File: src/hw/chg_cfg.svh
`ifndef CHG_CFG_SVH
`define CHG_CFG_SVH
// Status word timing
`define CHG_CLK_HZ          20000000
`define CHG_PERIOD_SLOW_US  1000000
`define CHG_PERIOD_FAST_US  40
`define CHG_SLOW_CYC        ((`CHG_CLK_HZ / 1000000) * `CHG_PERIOD_SLOW_US)
`define CHG_FAST_CYC        ((`CHG_CLK_HZ / 1000000) * `CHG_PERIOD_FAST_US)
`define CHG_PERIODS         4
// Line patterns, bit 3 is the first period, 1 means line pulled low
`define CHG_PAT_SLEEP       4'h0
`define CHG_PAT_FAULT       4'hC
`define CHG_PAT_COND        4'hF
`define CHG_PAT_CC          4'hE
`define CHG_PAT_CV          4'h8
`define CHG_PAT_NOBAT       4'hC
`endif

File: src/hw/chg_pkg.sv
package chg_pkg;
    typedef enum logic [2:0] {
        CHG_SLEEP,
        CHG_COND,
        CHG_CC,
        CHG_CV,
        CHG_DONE,
        CHG_INHIBIT,
        CHG_FAULT
    } chg_state_t;

    typedef struct packed {
        logic supply_ok;
        logic cell_present;
        logic below_recharge;
        logic below_precond;
        logic at_regulation;
        logic term_current;
        logic overcurrent_fault;
        logic excess_voltage_fault;
        logic temp_low;
        logic temp_high;
        logic temp_over;
    } chg_sense_t;

    typedef struct packed {
        logic [3:0] pattern;
    } chg_word_t;
endpackage : chg_pkg

File: src/hw/chg_ctrl.sv
`timescale 1ns/1ns
`include "chg_cfg.svh"
module chg_ctrl
    import chg_pkg::*;
(
    // Clock and reset
    input  wire logic       clock,
    input  wire logic       rst,
    // Comparator inputs, asynchronous
    input  wire chg_sense_t sense_in,
    input  wire logic       fast_trickle_select,
    // Charger controls
    output logic            pass_on,
    output logic            trickle_double,
    output logic [2:0]      phase,
    // Open-drain status line
    input  wire logic       status_in,
    output logic            status_out,
    output logic            status_oe,
    // Status word sink
    input  wire logic       word_ready,
    output logic            word_valid,
    output chg_word_t       word_data
);

    localparam int SLOW_CYC = `CHG_SLOW_CYC;
    localparam int FAST_CYC = `CHG_FAST_CYC;

    ////////////////////////////////////////////////////////////////////////////
    // Input synchronisers
    chg_sense_t sense_m_r, sense_r;
    logic       t2x_m_r, t2x_r;

    always_ff @(posedge clock) begin
        sense_m_r <= sense_in;
        sense_r   <= sense_m_r;
        t2x_m_r   <= fast_trickle_select;
        t2x_r     <= t2x_m_r;
    end

    ////////////////////////////////////////////////////////////////////////////
    // Mode strap and fast trickle latch
    logic strap_done_r, fast_mode_r, ot_latch_r;

    // Strap taken at the first synchronised sample after reset
    always_ff @(posedge clock) begin
        if (rst) begin
            strap_done_r <= 1'b0;
            fast_mode_r  <= 1'b0;
        end else if (!strap_done_r) begin
            strap_done_r <= 1'b1;
            fast_mode_r  <= t2x_r;
        end
    end

    wire temp_ok = !sense_r.temp_low && !sense_r.temp_high;

    always_ff @(posedge clock) begin
        if (rst) begin
            ot_latch_r <= 1'b0;
        end else if (sense_r.temp_over) begin
            ot_latch_r <= 1'b1;
        end
    end

    ////////////////////////////////////////////////////////////////////////////
    // Charge sequencer
    chg_state_t state_r, state_nxt;

    function automatic chg_state_t phase_from_cell(chg_sense_t s);
        if (!s.below_recharge) begin
            return CHG_DONE;
        end else if (s.below_precond) begin
            return CHG_COND;
        end else if (!s.at_regulation) begin
            return CHG_CC;
        end else begin
            return CHG_CV;
        end
    endfunction : phase_from_cell

    wire fault_now = sense_r.overcurrent_fault || sense_r.excess_voltage_fault
                     || sense_r.temp_over;

    always_comb begin
        state_nxt = state_r;
        if (!sense_r.supply_ok || !sense_r.cell_present) begin
            state_nxt = CHG_SLEEP;
        end else if (fault_now) begin
            state_nxt = CHG_FAULT;
        end else if (!temp_ok) begin
            state_nxt = CHG_INHIBIT;
        end else begin
            case (state_r)
                CHG_SLEEP, CHG_INHIBIT, CHG_FAULT: begin
                    state_nxt = phase_from_cell(sense_r);
                end
                CHG_COND: begin
                    if (!sense_r.below_precond) begin
                        state_nxt = CHG_CC;
                    end
                end
                CHG_CC: begin
                    if (sense_r.at_regulation) begin
                        state_nxt = CHG_CV;
                    end
                end
                CHG_CV: begin
                    if (sense_r.term_current) begin
                        state_nxt = CHG_DONE;
                    end
                end
                CHG_DONE: begin
                    if (sense_r.below_recharge) begin
                        state_nxt = phase_from_cell(sense_r);
                    end
                end
                default: state_nxt = CHG_SLEEP;
            endcase
        end
    end

    always_ff @(posedge clock) begin
        if (rst) begin
            state_r <= CHG_SLEEP;
        end else if (strap_done_r) begin
            state_r <= state_nxt;
        end
    end

    ////////////////////////////////////////////////////////////////////////////
    // Pass device and trickle level
    logic pass_r, dbl_r;

    always_ff @(posedge clock) begin
        if (rst) begin
            pass_r <= 1'b0;
            dbl_r  <= 1'b0;
            phase  <= 3'h0;
        end else begin
            pass_r <= (state_r == CHG_COND) || (state_r == CHG_CC)
                      || (state_r == CHG_CV);
            // Doubled when strapped fast or pin chooses it, unless latched off
            dbl_r  <= (state_r == CHG_COND) && (fast_mode_r || !t2x_r)
                      && !ot_latch_r;
            phase  <= 3'(state_r);
        end
    end

    assign pass_on        = pass_r;
    assign trickle_double = dbl_r;

    ////////////////////////////////////////////////////////////////////////////
    // Status word encoder
    function automatic logic [3:0] pattern_of(chg_state_t s, logic present);
        if (!present) begin
            return `CHG_PAT_NOBAT;
        end
        case (s)
            CHG_FAULT:   return `CHG_PAT_FAULT;
            CHG_COND:    return `CHG_PAT_COND;
            CHG_CC:      return `CHG_PAT_CC;
            CHG_CV:      return `CHG_PAT_CV;
            default:     return `CHG_PAT_SLEEP;
        endcase
    endfunction : pattern_of

    // Wide enough for the one-second count at the full clock rate
    logic [24:0] div_r;
    logic [1:0]  per_r;
    logic [3:0]  cur_pat_r;
    logic        tick;

    // One-cycle enable at each period end
    assign tick = (div_r == 25'(((fast_mode_r ? FAST_CYC : SLOW_CYC) - 1)));

    always_ff @(posedge clock) begin
        if (rst || !strap_done_r) begin
            div_r <= 25'h000_0000;
        end else if (tick) begin
            div_r <= 25'h000_0000;
        end else begin
            div_r <= div_r + 25'h000_0001;
        end
    end

    wire word_end = tick && (per_r == 2'(`CHG_PERIODS - 1));

    always_ff @(posedge clock) begin
        if (rst) begin
            per_r     <= 2'h0;
            cur_pat_r <= 4'h0;
        end else if (!strap_done_r) begin
            cur_pat_r <= 4'h0;
        end else if (tick) begin
            per_r <= per_r + 2'h1;
            if (word_end) begin
                cur_pat_r <= pattern_of(state_r, sense_r.cell_present);
            end
        end
    end

    // Line pulled low during an active period, released otherwise
    always_ff @(posedge clock) begin
        if (rst) begin
            status_out <= 1'b0;
            status_oe  <= 1'b0;
        end else begin
            status_out <= 1'b0;
            status_oe  <= cur_pat_r[2'(3 - per_r)];
        end
    end

    ////////////////////////////////////////////////////////////////////////////
    // Two-entry word buffer; a word arriving while both entries are full is dropped
    chg_word_t buf_q [2];
    logic      wr_ptr_r, rd_ptr_r;
    logic [1:0] cnt_r;
    wire       in_valid = word_end;
    wire       in_ready = (cnt_r != 2'h2);
    wire       pop      = word_valid && word_ready;
    wire       push     = in_valid && in_ready;

    always_ff @(posedge clock) begin
        if (rst) begin
            wr_ptr_r <= 1'b0;
            rd_ptr_r <= 1'b0;
            cnt_r    <= 2'h0;
        end else begin
            if (push) begin
                buf_q[wr_ptr_r].pattern <= pattern_of(state_r, sense_r.cell_present);
                wr_ptr_r <= !wr_ptr_r;
            end
            if (pop) begin
                rd_ptr_r <= !rd_ptr_r;
            end
            cnt_r <= cnt_r + 2'(push) - 2'(pop);
        end
    end

    always_ff @(posedge clock) begin
        if (rst) begin
            word_valid <= 1'b0;
            word_data  <= '0;
        end else begin
            word_valid <= (cnt_r - 2'(pop)) != 2'h0 || push;
            if (cnt_r == 2'h0 || (cnt_r == 2'h1 && pop)) begin
                word_data.pattern <= pattern_of(state_r, sense_r.cell_present);
            end else begin
                word_data <= pop ? buf_q[!rd_ptr_r] : buf_q[rd_ptr_r];
            end
        end
    end

    ////////////////////////////////////////////////////////////////////////////
    // Checks
    a_done_no_pass: assert property (@(posedge clock) disable iff (rst)
        state_r == CHG_DONE |=> !pass_on) else $error("pass on after completion");
    a_done_holds: assert property (@(posedge clock) disable iff (rst)
        (state_r == CHG_DONE && sense_r.below_recharge == 1'b0 && sense_r.supply_ok
         && sense_r.cell_present && !fault_now && temp_ok) |=> state_r == CHG_DONE)
        else $error("left completion above recharge");
    a_supply_sleep: assert property (@(posedge clock) disable iff (rst)
        (strap_done_r && !sense_r.supply_ok) |=> state_r == CHG_SLEEP)
        else $error("no sleep on supply loss");
    a_inhibit_pass: assert property (@(posedge clock) disable iff (rst)
        (strap_done_r && !temp_ok && sense_r.supply_ok && sense_r.cell_present)
        |=> ##1 !pass_on) else $error("pass on outside window");
    a_fault_enter: assert property (@(posedge clock) disable iff (rst)
        (strap_done_r && sense_r.supply_ok && sense_r.cell_present && fault_now)
        |=> state_r == CHG_FAULT) else $error("fault not entered");
    a_cc_to_cv: assert property (@(posedge clock) disable iff (rst)
        (state_r == CHG_CC && state_nxt != CHG_CC && !fault_now && temp_ok
         && sense_r.supply_ok && sense_r.cell_present) |-> sense_r.at_regulation)
        else $error("left constant current early");
    a_ot_no_double: assert property (@(posedge clock) disable iff (rst)
        ot_latch_r |=> !trickle_double) else $error("double trickle after fault");
    a_period_len: assert property (@(posedge clock) disable iff (rst)
        (tick && fast_mode_r) |=> (!tick) [*8]) else $error("fast period too short");
    a_fast_period: assert property (@(posedge clock) disable iff (rst)
        (tick && fast_mode_r) |-> div_r == 25'(`CHG_FAST_CYC - 1))
        else $error("fast period length wrong");
    // Pass device, trickle level and mode strap
    a_fault_no_pass: assert property (@(posedge clock) disable iff (rst)
        state_r == CHG_FAULT |=> !pass_on)
        else $error("pass on during fault");
    a_sleep_no_pass: assert property (@(posedge clock) disable iff (rst)
        state_r == CHG_SLEEP |=> !pass_on)
        else $error("pass on during sleep");
    a_fast_double: assert property (@(posedge clock) disable iff (rst)
        (state_r == CHG_COND && fast_mode_r && !ot_latch_r) |=> trickle_double)
        else $error("fast mode without doubled trickle");
    a_strap_hold: assert property (@(posedge clock) disable iff (rst)
        strap_done_r |=> $stable(fast_mode_r))
        else $error("report mode changed after strap");
    // Phase transitions and the no-cell pattern, guarded against the higher priority conditions
    a_ov_fault: assert property (@(posedge clock) disable iff (rst)
        (strap_done_r && sense_r.supply_ok && sense_r.cell_present
         && sense_r.excess_voltage_fault) |=> state_r == CHG_FAULT)
        else $error("overvoltage fault not entered");
    a_nobat_sleep: assert property (@(posedge clock) disable iff (rst)
        (strap_done_r && !sense_r.cell_present) |=> state_r == CHG_SLEEP)
        else $error("no sleep without cell");
    a_nobat_pattern: assert property (@(posedge clock) disable iff (rst)
        (word_end && !sense_r.cell_present) |=> cur_pat_r == `CHG_PAT_NOBAT)
        else $error("wrong pattern without cell");
    a_cond_to_cc: assert property (@(posedge clock) disable iff (rst)
        (strap_done_r && state_r == CHG_COND && !sense_r.below_precond && !fault_now
         && temp_ok && sense_r.supply_ok && sense_r.cell_present)
        |=> state_r == CHG_CC) else $error("stayed in trickle above precondition");
    a_cv_to_done: assert property (@(posedge clock) disable iff (rst)
        (strap_done_r && state_r == CHG_CV && sense_r.term_current && !fault_now
         && temp_ok && sense_r.supply_ok && sense_r.cell_present)
        |=> state_r == CHG_DONE) else $error("no completion at termination");
    a_inhibit_resume: assert property (@(posedge clock) disable iff (rst)
        (strap_done_r && state_r == CHG_INHIBIT && temp_ok && !fault_now
         && sense_r.supply_ok && sense_r.cell_present)
        |=> state_r != CHG_INHIBIT) else $error("inhibit held inside window");
    a_done_restart: assert property (@(posedge clock) disable iff (rst)
        (strap_done_r && state_r == CHG_DONE && sense_r.below_recharge && !fault_now
         && temp_ok && sense_r.supply_ok && sense_r.cell_present)
        |=> (state_r == CHG_COND || state_r == CHG_CC || state_r == CHG_CV))
        else $error("no restart below recharge");
endmodule : chg_ctrl

File: config.mk
export PLATFORM = sky130hd
export DESIGN_NAME = chg_ctrl
export DESIGN_NICKNAME = d
export VERILOG_FILES = /design/src/hw/chg_pkg.sv /design/src/hw/chg_ctrl.sv
export VERILOG_INCLUDE_DIRS = /design/src /design/src/hw
export SDC_FILE = /design/constraint.sdc
export NUM_CORES = 1
export LEC_CHECK = 0
export BUFFER_PORTS_ARGS = -buffer_cell sky130_fd_sc_hd__buf_2
export CAP_MARGIN = 20
export CORE_MARGIN = 1
export CORE_UTILIZATION = 60
export CTS_BUF_LIST = sky130_fd_sc_hd__clkbuf_2
export CTS_CLUSTER_DIAMETER = 50
export DETAILED_ROUTE_END_ITERATION = 8
export PLACE_DENSITY = 0.88
export SLEW_MARGIN = 30
export SYNTH_ARGS = -nofsm -noshare
export SYNTH_HDL_FRONTEND = slang
export SYNTH_SLANG_ARGS = --single-unit
File: constraint.sdc
create_clock -name clock -period 5.31 [get_ports clock]
set_input_delay 0.2655 -clock clock [delete_from_list [all_inputs] [get_ports clock]]
set_output_delay 0.2655 -clock clock [all_outputs]
set_load 0.01 [all_outputs]
-- Word level (Yosys, flattened, before mapping)
Memories as Yosys holds them, arrays and structs flattened. A register that Yosys moved wholly into a read port is not among the register bits.
Index checks and enable logic that the tools add are counted.
- memories: 1
- output and inout port bits: 12
- ROM bits: 0
- latch bits: 0
- bits in registers: 76
- logic and storage cells: 136
- bits in writable memories: 8
- input bits: 16
- memory list (memory ; depth ; bits a word ; read ports ; clocked after memory_dff ; write ports ; RTL line ; source):
    buf_q ; 2 ; 4 ; 2 ; 1 ; 1 ; chg_ctrl.sv:216 ; chg_word_t buf_q [2];
- $mul: 0
- bitwise operators: 1
- shifts and indexed selects: 0
- equal/unequal tests: 14
- multiplexer cells: 38
- div/mod/pow operators: 0
- reductions and logical operators: 34
- magnitude comparators: 1
- add/subtract/negate cells: 7
- operators by type and width (operator ; number):
    two-way mux 4 bit ; 8
    adder 25 x 1 -> 25 bit, second input constant ; 1
    == test 25 bit ; 1
    two-way mux 25 bit ; 1
    subtractor 25 x 1 -> 25 bit, second input constant ; 1
    two-way mux 3 bit ; 8
    inequality test 5 bit, second input constant ; 4
    two-way mux 1 bit ; 17
    one-hot mux 4 bit (4 select lines) ; 1
    one-hot mux 3 bit (5 select lines) ; 1
    == test 3 bit, second input constant ; 3
    zero test 1 bit ; 9
    logical OR 1 bit ; 9
    logical AND 1 bit ; 7
    == test 3 x 2 -> 1 bit, second input constant ; 2
    AND reduction 5 bit ; 1
    AND reduction 2 bit ; 2
    OR reduction 2 bit ; 2
    subtractor 2 x 1 -> 2 bit ; 2
    == test 3 x 1 -> 1 bit, second input constant ; 1
    zero test 3 bit ; 1
    < comparator 2 x 3 -> 1 bit, second input constant ; 1
    OR reduction 3 bit ; 1
    adder 2 x 1 -> 2 bit ; 1
    10 further kinds ; 10

-- Longest topological paths before layout
Gate-level depths: netlist of run 1.
- word-level depth: 10
- depth in mapped cells: 11
- gate-level depth less buffers: 11

-- Worst setup path after synthesis of run 1
OpenSTA, ideal clock, no wires.
- kind: reg-to-reg
- from: register div_r[24]
- to: register cnt_r[1]
- stages on the path, launching flop included: 11
- library setup time: 0.128 ns
- path buffers: 0
- setup slack: 2.950 ns
- period minus slack after synthesis: 2.360 ns
- data arrival time: 2.233 ns
- required time: 5.182 ns
- cell sequence: dfxtp_1 or3b_1 or4_1 a211oi_2 inv_1 ha_1 inv_1 ha_1 xnor2_1 xnor2_1 nor2_1
- longest elaborated chain between the ends: 5
- ends and longest elaborated chain (item ; RTL line ; source):
    from (decl) ; chg_ctrl.sv:169 ; logic [24:0] div_r;
    from (signal assigned) ; chg_ctrl.sv:183 ; div_r <= div_r + 25'h000_0001;
    == test 25 bit ; chg_ctrl.sv:175 ; assign tick = (div_r == 25'(((fast_mode_r ? FAST_CYC : SLOW_CYC) - 1)));
    logical AND 1 bit ; chg_ctrl.sv:187 ; wire word_end = tick && (per_r == 2'(`CHG_PERIODS - 1));
    logical AND 1 bit ; chg_ctrl.sv:222 ; wire push = in_valid && in_ready;
    adder 2 x 1 -> 2 bit ; chg_ctrl.sv:237 ; cnt_r <= cnt_r + 2'(push) - 2'(pop);
    subtractor 2 x 1 -> 2 bit ; chg_ctrl.sv:237 ;
    to (signal assigned) ; chg_ctrl.sv:237 ;
    to (decl) ; chg_ctrl.sv:218 ; logic [1:0] cnt_r;
No other way between the ends.
A chain may end at the register's enable or synchronous reset.

-- Final worst setup path of run 1
Same ends and word-level chain as after synthesis.

==> results of run 1 <==
worst max-delay path, cell delays in order, from the launching register on:
cell and delay (ns):
dfxtp_1 0.43, or3b_1 0.37, or4_1 0.43, a211oi_2 0.29, inv_1 0.11, ha_1 0.28
inv_1 0.04, ha_1 0.18, xnor2_1 0.17, xnor2_1 0.14, nor2_1 0.05
sequential cells by signal, summed over array words and instances, names as in the netlist, 2 cells and up, named ones only:
name,count
word_data,4
sense_m_r,11
buf_q,8
state_r,3
cnt_r,2
phase,3
div_r,25
sense_r,11
cur_pat_r,4
per_r,2
worst paths after layout:
| kind | startpoint | end | slack, ns | cells past startpoint |
|---|---|---|---|---|
| max | div_r[24]$_SDFF_PP0_ | cnt_r[1]$_SDFF_PP0_ | 2.74 | 10 |
| min | rst | wr_ptr_r$_SDFFE_PP0P_ | 0.10 | 2 |
| max reg2reg | div_r[24]$_SDFF_PP0_ | cnt_r[1]$_SDFF_PP0_ | 2.74 | 10 |
| min reg2reg | sense_m_r[7]$_DFF_P_ | sense_r[7]$_DFF_P_ | 0.35 | 0 |
Yosys cell counts, types with 2 or more instances:
master,number,area share (%)
nor4_1,6,1.2
a21oi_1,2,0.32
and4_1,4,1.1
edfxtp_1,8,7.6
nand4_1,11,2.2
nor2_1,53,6.3
mux2i_1,10,3.2
o21ai_0,3,0.47
ha_1,4,1.6
o211ai_1,2,0.47
nor2b_1,2,0.39
nand3_1,11,1.7
nand4b_1,2,0.55
a211oi_1,4,0.95
xor2_1,20,5.5
and3_1,3,0.59
buf_2,3,0.47
o32ai_1,2,0.55
xnor2_1,10,2.8
buf_4,3,0.71
and2_1,2,0.39
nand2b_1,2,0.39
clkbuf_1,3,0.36
inv_1,13,1.5
dfxtp_1,77,49
nor3_1,9,1.4
or3_1,2,0.39
nand2_1,21,2.5
metal layers:
layer	vias up	part of all wire, %
met5	-	0
met4	0	1.7
met3	9	3.7
met2	41	51
met1	1061	44
li1	1163	-
area by class of cell:
type                    count  share of cell area, %
clock buffers               9                  1.252
clock inverters             7                  2.713
inverters                  13                  1.357
multi-input cells         205                  35.90
flip-flops and latches     85                  49.53
well taps                  70                  2.435
repair buffers             37                  6.817
power breakdown:
part | total, W | switching (W) | internal (W)
clock | 0.000383 | 0.000225 | 0.000158
combinational | 0.0000383 | 0.0000204 | 0.0000180
sequential | 0.000671 | 0.00000791 | 0.000663
stage by stage:
step | worst slack [ns] | cell area [µm²] | util, % | cells
2_1_floorplan | 2.950 | 3171 | - | 312
3_3_place_gp | 2.832 | 3334 | 65.29 | 398
3_5_place_dp | 2.757 | 3334 | 65.29 | 398
4_1_cts | 2.725 | 3597 | 70.43 | 426
5_1_grt | 2.539 | 3597 | 70.43 | 426
6_report | 2.744 | 3597 | 70.43 | 426
logic make-up (layout without fill, tap and decap cells):
group	count (synthesis)	after routing	synth area share [%]
mux	11	11	3.867
buf+inv	22	66	3.078
compound gates	26	26	6.433
xor+xnor	30	30	8.287
simple gates	132	132	20.13
other cells	1	1	0.1183
fa+ha+maj	5	5	1.894
flops	85	85	56.20
repair_timing:
action / 4_1_cts / 5_1_grt
endpoints found under the hold margin: 12 / 0
gates resized for setup: 0 / 0
hold buffers: 12 / 0
==> flow_summary.toml, run 1 <==
[yosys]
ys_types = 48
netlist_area_um2 = 3171
yosys_warnings = 0
syn_inst = 312
seq_area_frac_synth_pct = 56.20
ys_ff_latch = 85
synth_edf_count = 8
syn_nets = 332
synth-main-ff-cell = "dfxtp_1"
synthArstFlopShare_pct = 0
syn_area_per_cell_um2 = 10.16

[grt]
grt_overflow_total = 0
antenna_found_initial = 0
grt_pass1_vias = 2086
grt_use_total_pct = 22.71
grt-busiest-layer = "met2"
grtUsageMet2_pct = 37.84
met1_usage_pct = 27.31
grt_max_degree = 25
grt_pass1_wl_um = 9294
use_met3_pct = 8.300

[routing]
drc = 0
ant_nets = 0
post_drt_wl_per_cell_um = 13.09
drt_iter0_drc = 116
wl_um = 5577
first_pass_iters = 4
via_count = 2274
vias_per_cell = 5.338

[finish]
drive_above_1_share_pct = 12.92
nFillCells = 385
layout_common_cells = "dfxtp_1, nor2_1, buf_2, nand2_1, xor2_1"
layout.nets = 371
final_common_cell = "dfxtp_1"
area_delta_synth_final_pct = 13.46
final-seq-area_um2 = 1782
antenna_cells = 0
multi_input_area_um2 = 1291

[timing]
finalSetupViolCount = 0
hold_viol = 0
drv_slew = 0
min_period_ns = 2.566
relSlewSlack_pct = 40.07
post-route-period-util_pct = 48.32
fmax_mhz = 389.7
fin_setup_tns_ns = 0
worst_slew_pin_slew_ns = 0.8965
finClkSkew_ns = 0.01478
rsz0062_at_grt = "false"
fin_hold_ws_ns = 0.1028

[setup_path]
start_kind = "flop"
critPathCaptureType = "flop"
crit_required_ns = 5.74
worstSetupPathType = "reg2reg"
arrival_ns = 3.00
cp_max_fo = 3

[clocking]
cts_made_buffers = 9
clk_latency_ns = 0.53
cts_htree_levels = 3
clockRootBuffer = "clkbuf_2"
cts.sinks = 85
cts_tree = "done"
cts_buffer_depth = 2
postCtsSetupBuffers = 0
cts.clk_slew.worst_paths_ns = 0.23

[pwr]
finalPower_w = 0.001092
power_density_nw_per_um2 = 303.6
leakage_nw = 1.412
max-vdd-ir-drop_mv = 0.3392

[die]
initial_core_util_pct = 62.08
rows = 26
fp.dieW_um = 74.69
coreArea_um2 = 5107
fp.dieArea_um2 = 5579
die_h_um = 74.69
io_pins = 28

[placement]
hpwl_um = 3658
io_buffers = 25
gp_congestion = 0.8156

[job]
drv_cap = 0

[hold_path]
hp-class = "in2reg"

[run_status]
status = "finished, final reports clean"
Power figures use the tool's default switching activity.
==> run 2, diff against run 1 <==
ABC_AREA = 1   (was not set)
clock period = 2.4 ns   (was 5.31 ns; I/O delays follow)
==> flow_summary.toml, run 2 <==
[clocking]
cts_made_buffers = 9
clk_latency_ns = 0.57
cts.sinks = 85
cts.clk_slew.worst_paths_ns = 0.26
cts_htree_levels = 3
cts_buffer_depth = 2
clockRootBuffer = "clkbuf_2"
cts_tree = "done"

[finish]
layout.nets = 525
fin_cells = 582
layout_common_cells = "nand2_1, nor2_1, dfxtp_1, inv_1, buf_2"
final_core_util_pct = 73.52
drive_above_1_share_pct = 18.24
antenna_cells = 0
largest_reg_flops = 25
nFillCells = 449
area_delta_synth_final_pct = 15.82
reg_top3 = "div_r x25, sense_m_r x11, sense_r x11"
top_register = "div_r"
final_common_cell = "nand2_1"

[routing]
first_pass_iters = 4
post_drt_wl_per_cell_um = 13.07
via_count = 3080
vias_per_cell = 5.292
ant_nets = 0
drc = 0
drt_iter0_drc = 158
wl_um = 7607

[yosys]
yosys.area_share.simple_pct = 31.74
yosys_warnings = 0
synth_compound_area_share_pct = 6.854
yosys.area.top_type = "dfxtp_1"
synth_mux_area_share_pct = 1.125
ys_types = 36
synth.top_cell.area_share_pct = 43.30
syn_area_per_cell_um2 = 7.806
synth_xor_area_share_pct = 1.968
seq_area_frac_synth_pct = 50.05
synthAdderAreaFrac_pct = 1.406
netlist_area_um2 = 3560
synth_edf_count = 8
syn_inst = 456
yosysMostFrequentCell = "nand2_1"
synthArstFlopShare_pct = 0
syn_nets = 476
synth-main-ff-cell = "dfxtp_1"
ys_ff_latch = 85
synth_top_family_by_area = "simple AND/OR/NAND/NOR gates"
netlist_top_cells_count = "nand2_1, nor2_1, dfxtp_1"
synth_area_leaders = "dfxtp_1, nand2_1, nor2_1, edfxtp_1, inv_1"

[pwr]
leakage_nw = 1.753
max-vdd-ir-drop_mv = 0.5510
power_density_nw_per_um2 = 581.9

[timing]
finalSetupViolCount = 0
fin_setup_tns_ns = 0
fmax_mhz = 444.3
hold_viol = 0
finClkSkew_ns = 0.03787
post-route-period-util_pct = 93.78
rsz0062_at_grt = "false"
min_period_ns = 2.251
drv_slew = 0
worst_slew_pin_slew_ns = 0.5852
relSlewSlack_pct = 60.57

[setup_path]
arrival_ns = 2.73
worstSetupPathType = "reg2reg"
crit_required_ns = 2.88
cp_max_fo = 5
rr_worst_depth = 13
start_kind = "flop"
critPathCaptureType = "flop"

[die]
initial_core_util_pct = 63.48
fp.dieArea_um2 = 6245
die_h_um = 79.03
io_pins = 28
coreArea_um2 = 5608
fp.dieW_um = 79.03
rows = 27

[grt]
grt_overflow_total = 0
grt_pass1_wl_um = 12450
antenna_found_initial = 0
grt_max_degree = 25
grt_use_total_pct = 26.02
grt_pass1_vias = 2816

[hold_path]
whs_path_depth = 5
hp-class = "in2reg"

[run_status]
status = "finished, final reports clean"

[placement]
dp.cells = 551
io_buffers = 25
hpwl_um = 5257
gp_congestion = 0.9685

[job]
drv_cap = 0
run 2: layout make-up:
cell class / count / area, µm² / share of cell area (%)
Sequential cell: 85 / 1813 / 43.98
Multi-Input combinational cell: 312 / 1588 / 38.51
Timing Repair Buffer: 43 / 292.8 / 7.102
Inverter: 54 / 202.7 / 4.917
Clock inverter: 7 / 91.34 / 2.215
Tap cell: 72 / 90.09 / 2.185
Clock buffer: 9 / 45.04 / 1.093
run 2: layer usage:
layer  part of all wire (%)  global-route usage (%)
met5                      0                       0
met4                    2.4                   12.36
met3                    5.4                   4.368
met2                     50                   44.66
met1                     42                   31.59
run 2: what timing repair did:
action                                  in CTS  in global routing
buffers inserted                             0                  2
endpoints found under the hold margin       24                  0
hold buffers                                13                  0
endpoints found under the setup margin       0                  1
gates resized for setup                      0                 31
run 2: path summary, 6_finish.rpt:
check,start,end,slack [ns]
hold reg to reg,sense_m_r[9]$_DFF_P_,sense_r[9]$_DFF_P_,0.33
setup / recovery,div_r[7]$_SDFF_PP0_,cnt_r[1]$_SDFF_PP0_,0.15
hold / removal,word_ready,flop,0.05
setup reg to reg,div_r[7]$_SDFF_PP0_,cnt_r[1]$_SDFF_PP0_,0.15
run 2: critical path, cell delays in order (launching register included):
cell and delay (ns):
dfxtp_2 0.40, inv_1 0.11, nor2_4 0.16, nand2_2 0.09, o21ai_4 0.18, nand3_4 0.12, nor2_4 0.17, nand2_2 0.10
ha_4 0.28, inv_2 0.04, ha_4 0.16, xor2_2 0.14, o21ai_1 0.08, a21oi_1 0.16
run 2: metrics by stage:
| step | area (µm²) | hold WS [ns] | power [W] | worst slack, ns |
|---|---|---|---|---|
| 6_report | 4123 | 0.04630 | 0.002399 | 0.1493 |
| 5_1_grt | 4123 | 0.08938 | 0.002484 | 0.009696 |
| 4_1_cts | 4026 | 0.01166 | 0.002395 | 0.001076 |
| 3_5_place_dp | 3760 | 0.2236 | 0.001594 | 0.05236 |
| 3_3_place_gp | 3760 | 0.2219 | 0.001589 | 0.1518 |
| 2_1_floorplan | 3560 | 0.1477 | 0.001566 | 0.2154 |
run 2: cell families after synthesis:
group / Yosys count
AOI/OAI and AO/OA: 44
adders and majority gates: 4
other: 1
DFF: 85
xor gates and xnor gates: 8
muxes: 4
and+or+nand+nor: 251
buffers and inverters: 59
run 2: where the power goes:
part	leakage [nW]	internal (W)	switching (W)
clock network	0.0778	0.000266	0.000549
logic	0.953	0.0000455	0.0000584
registers	0.722	0.00146	0.0000170
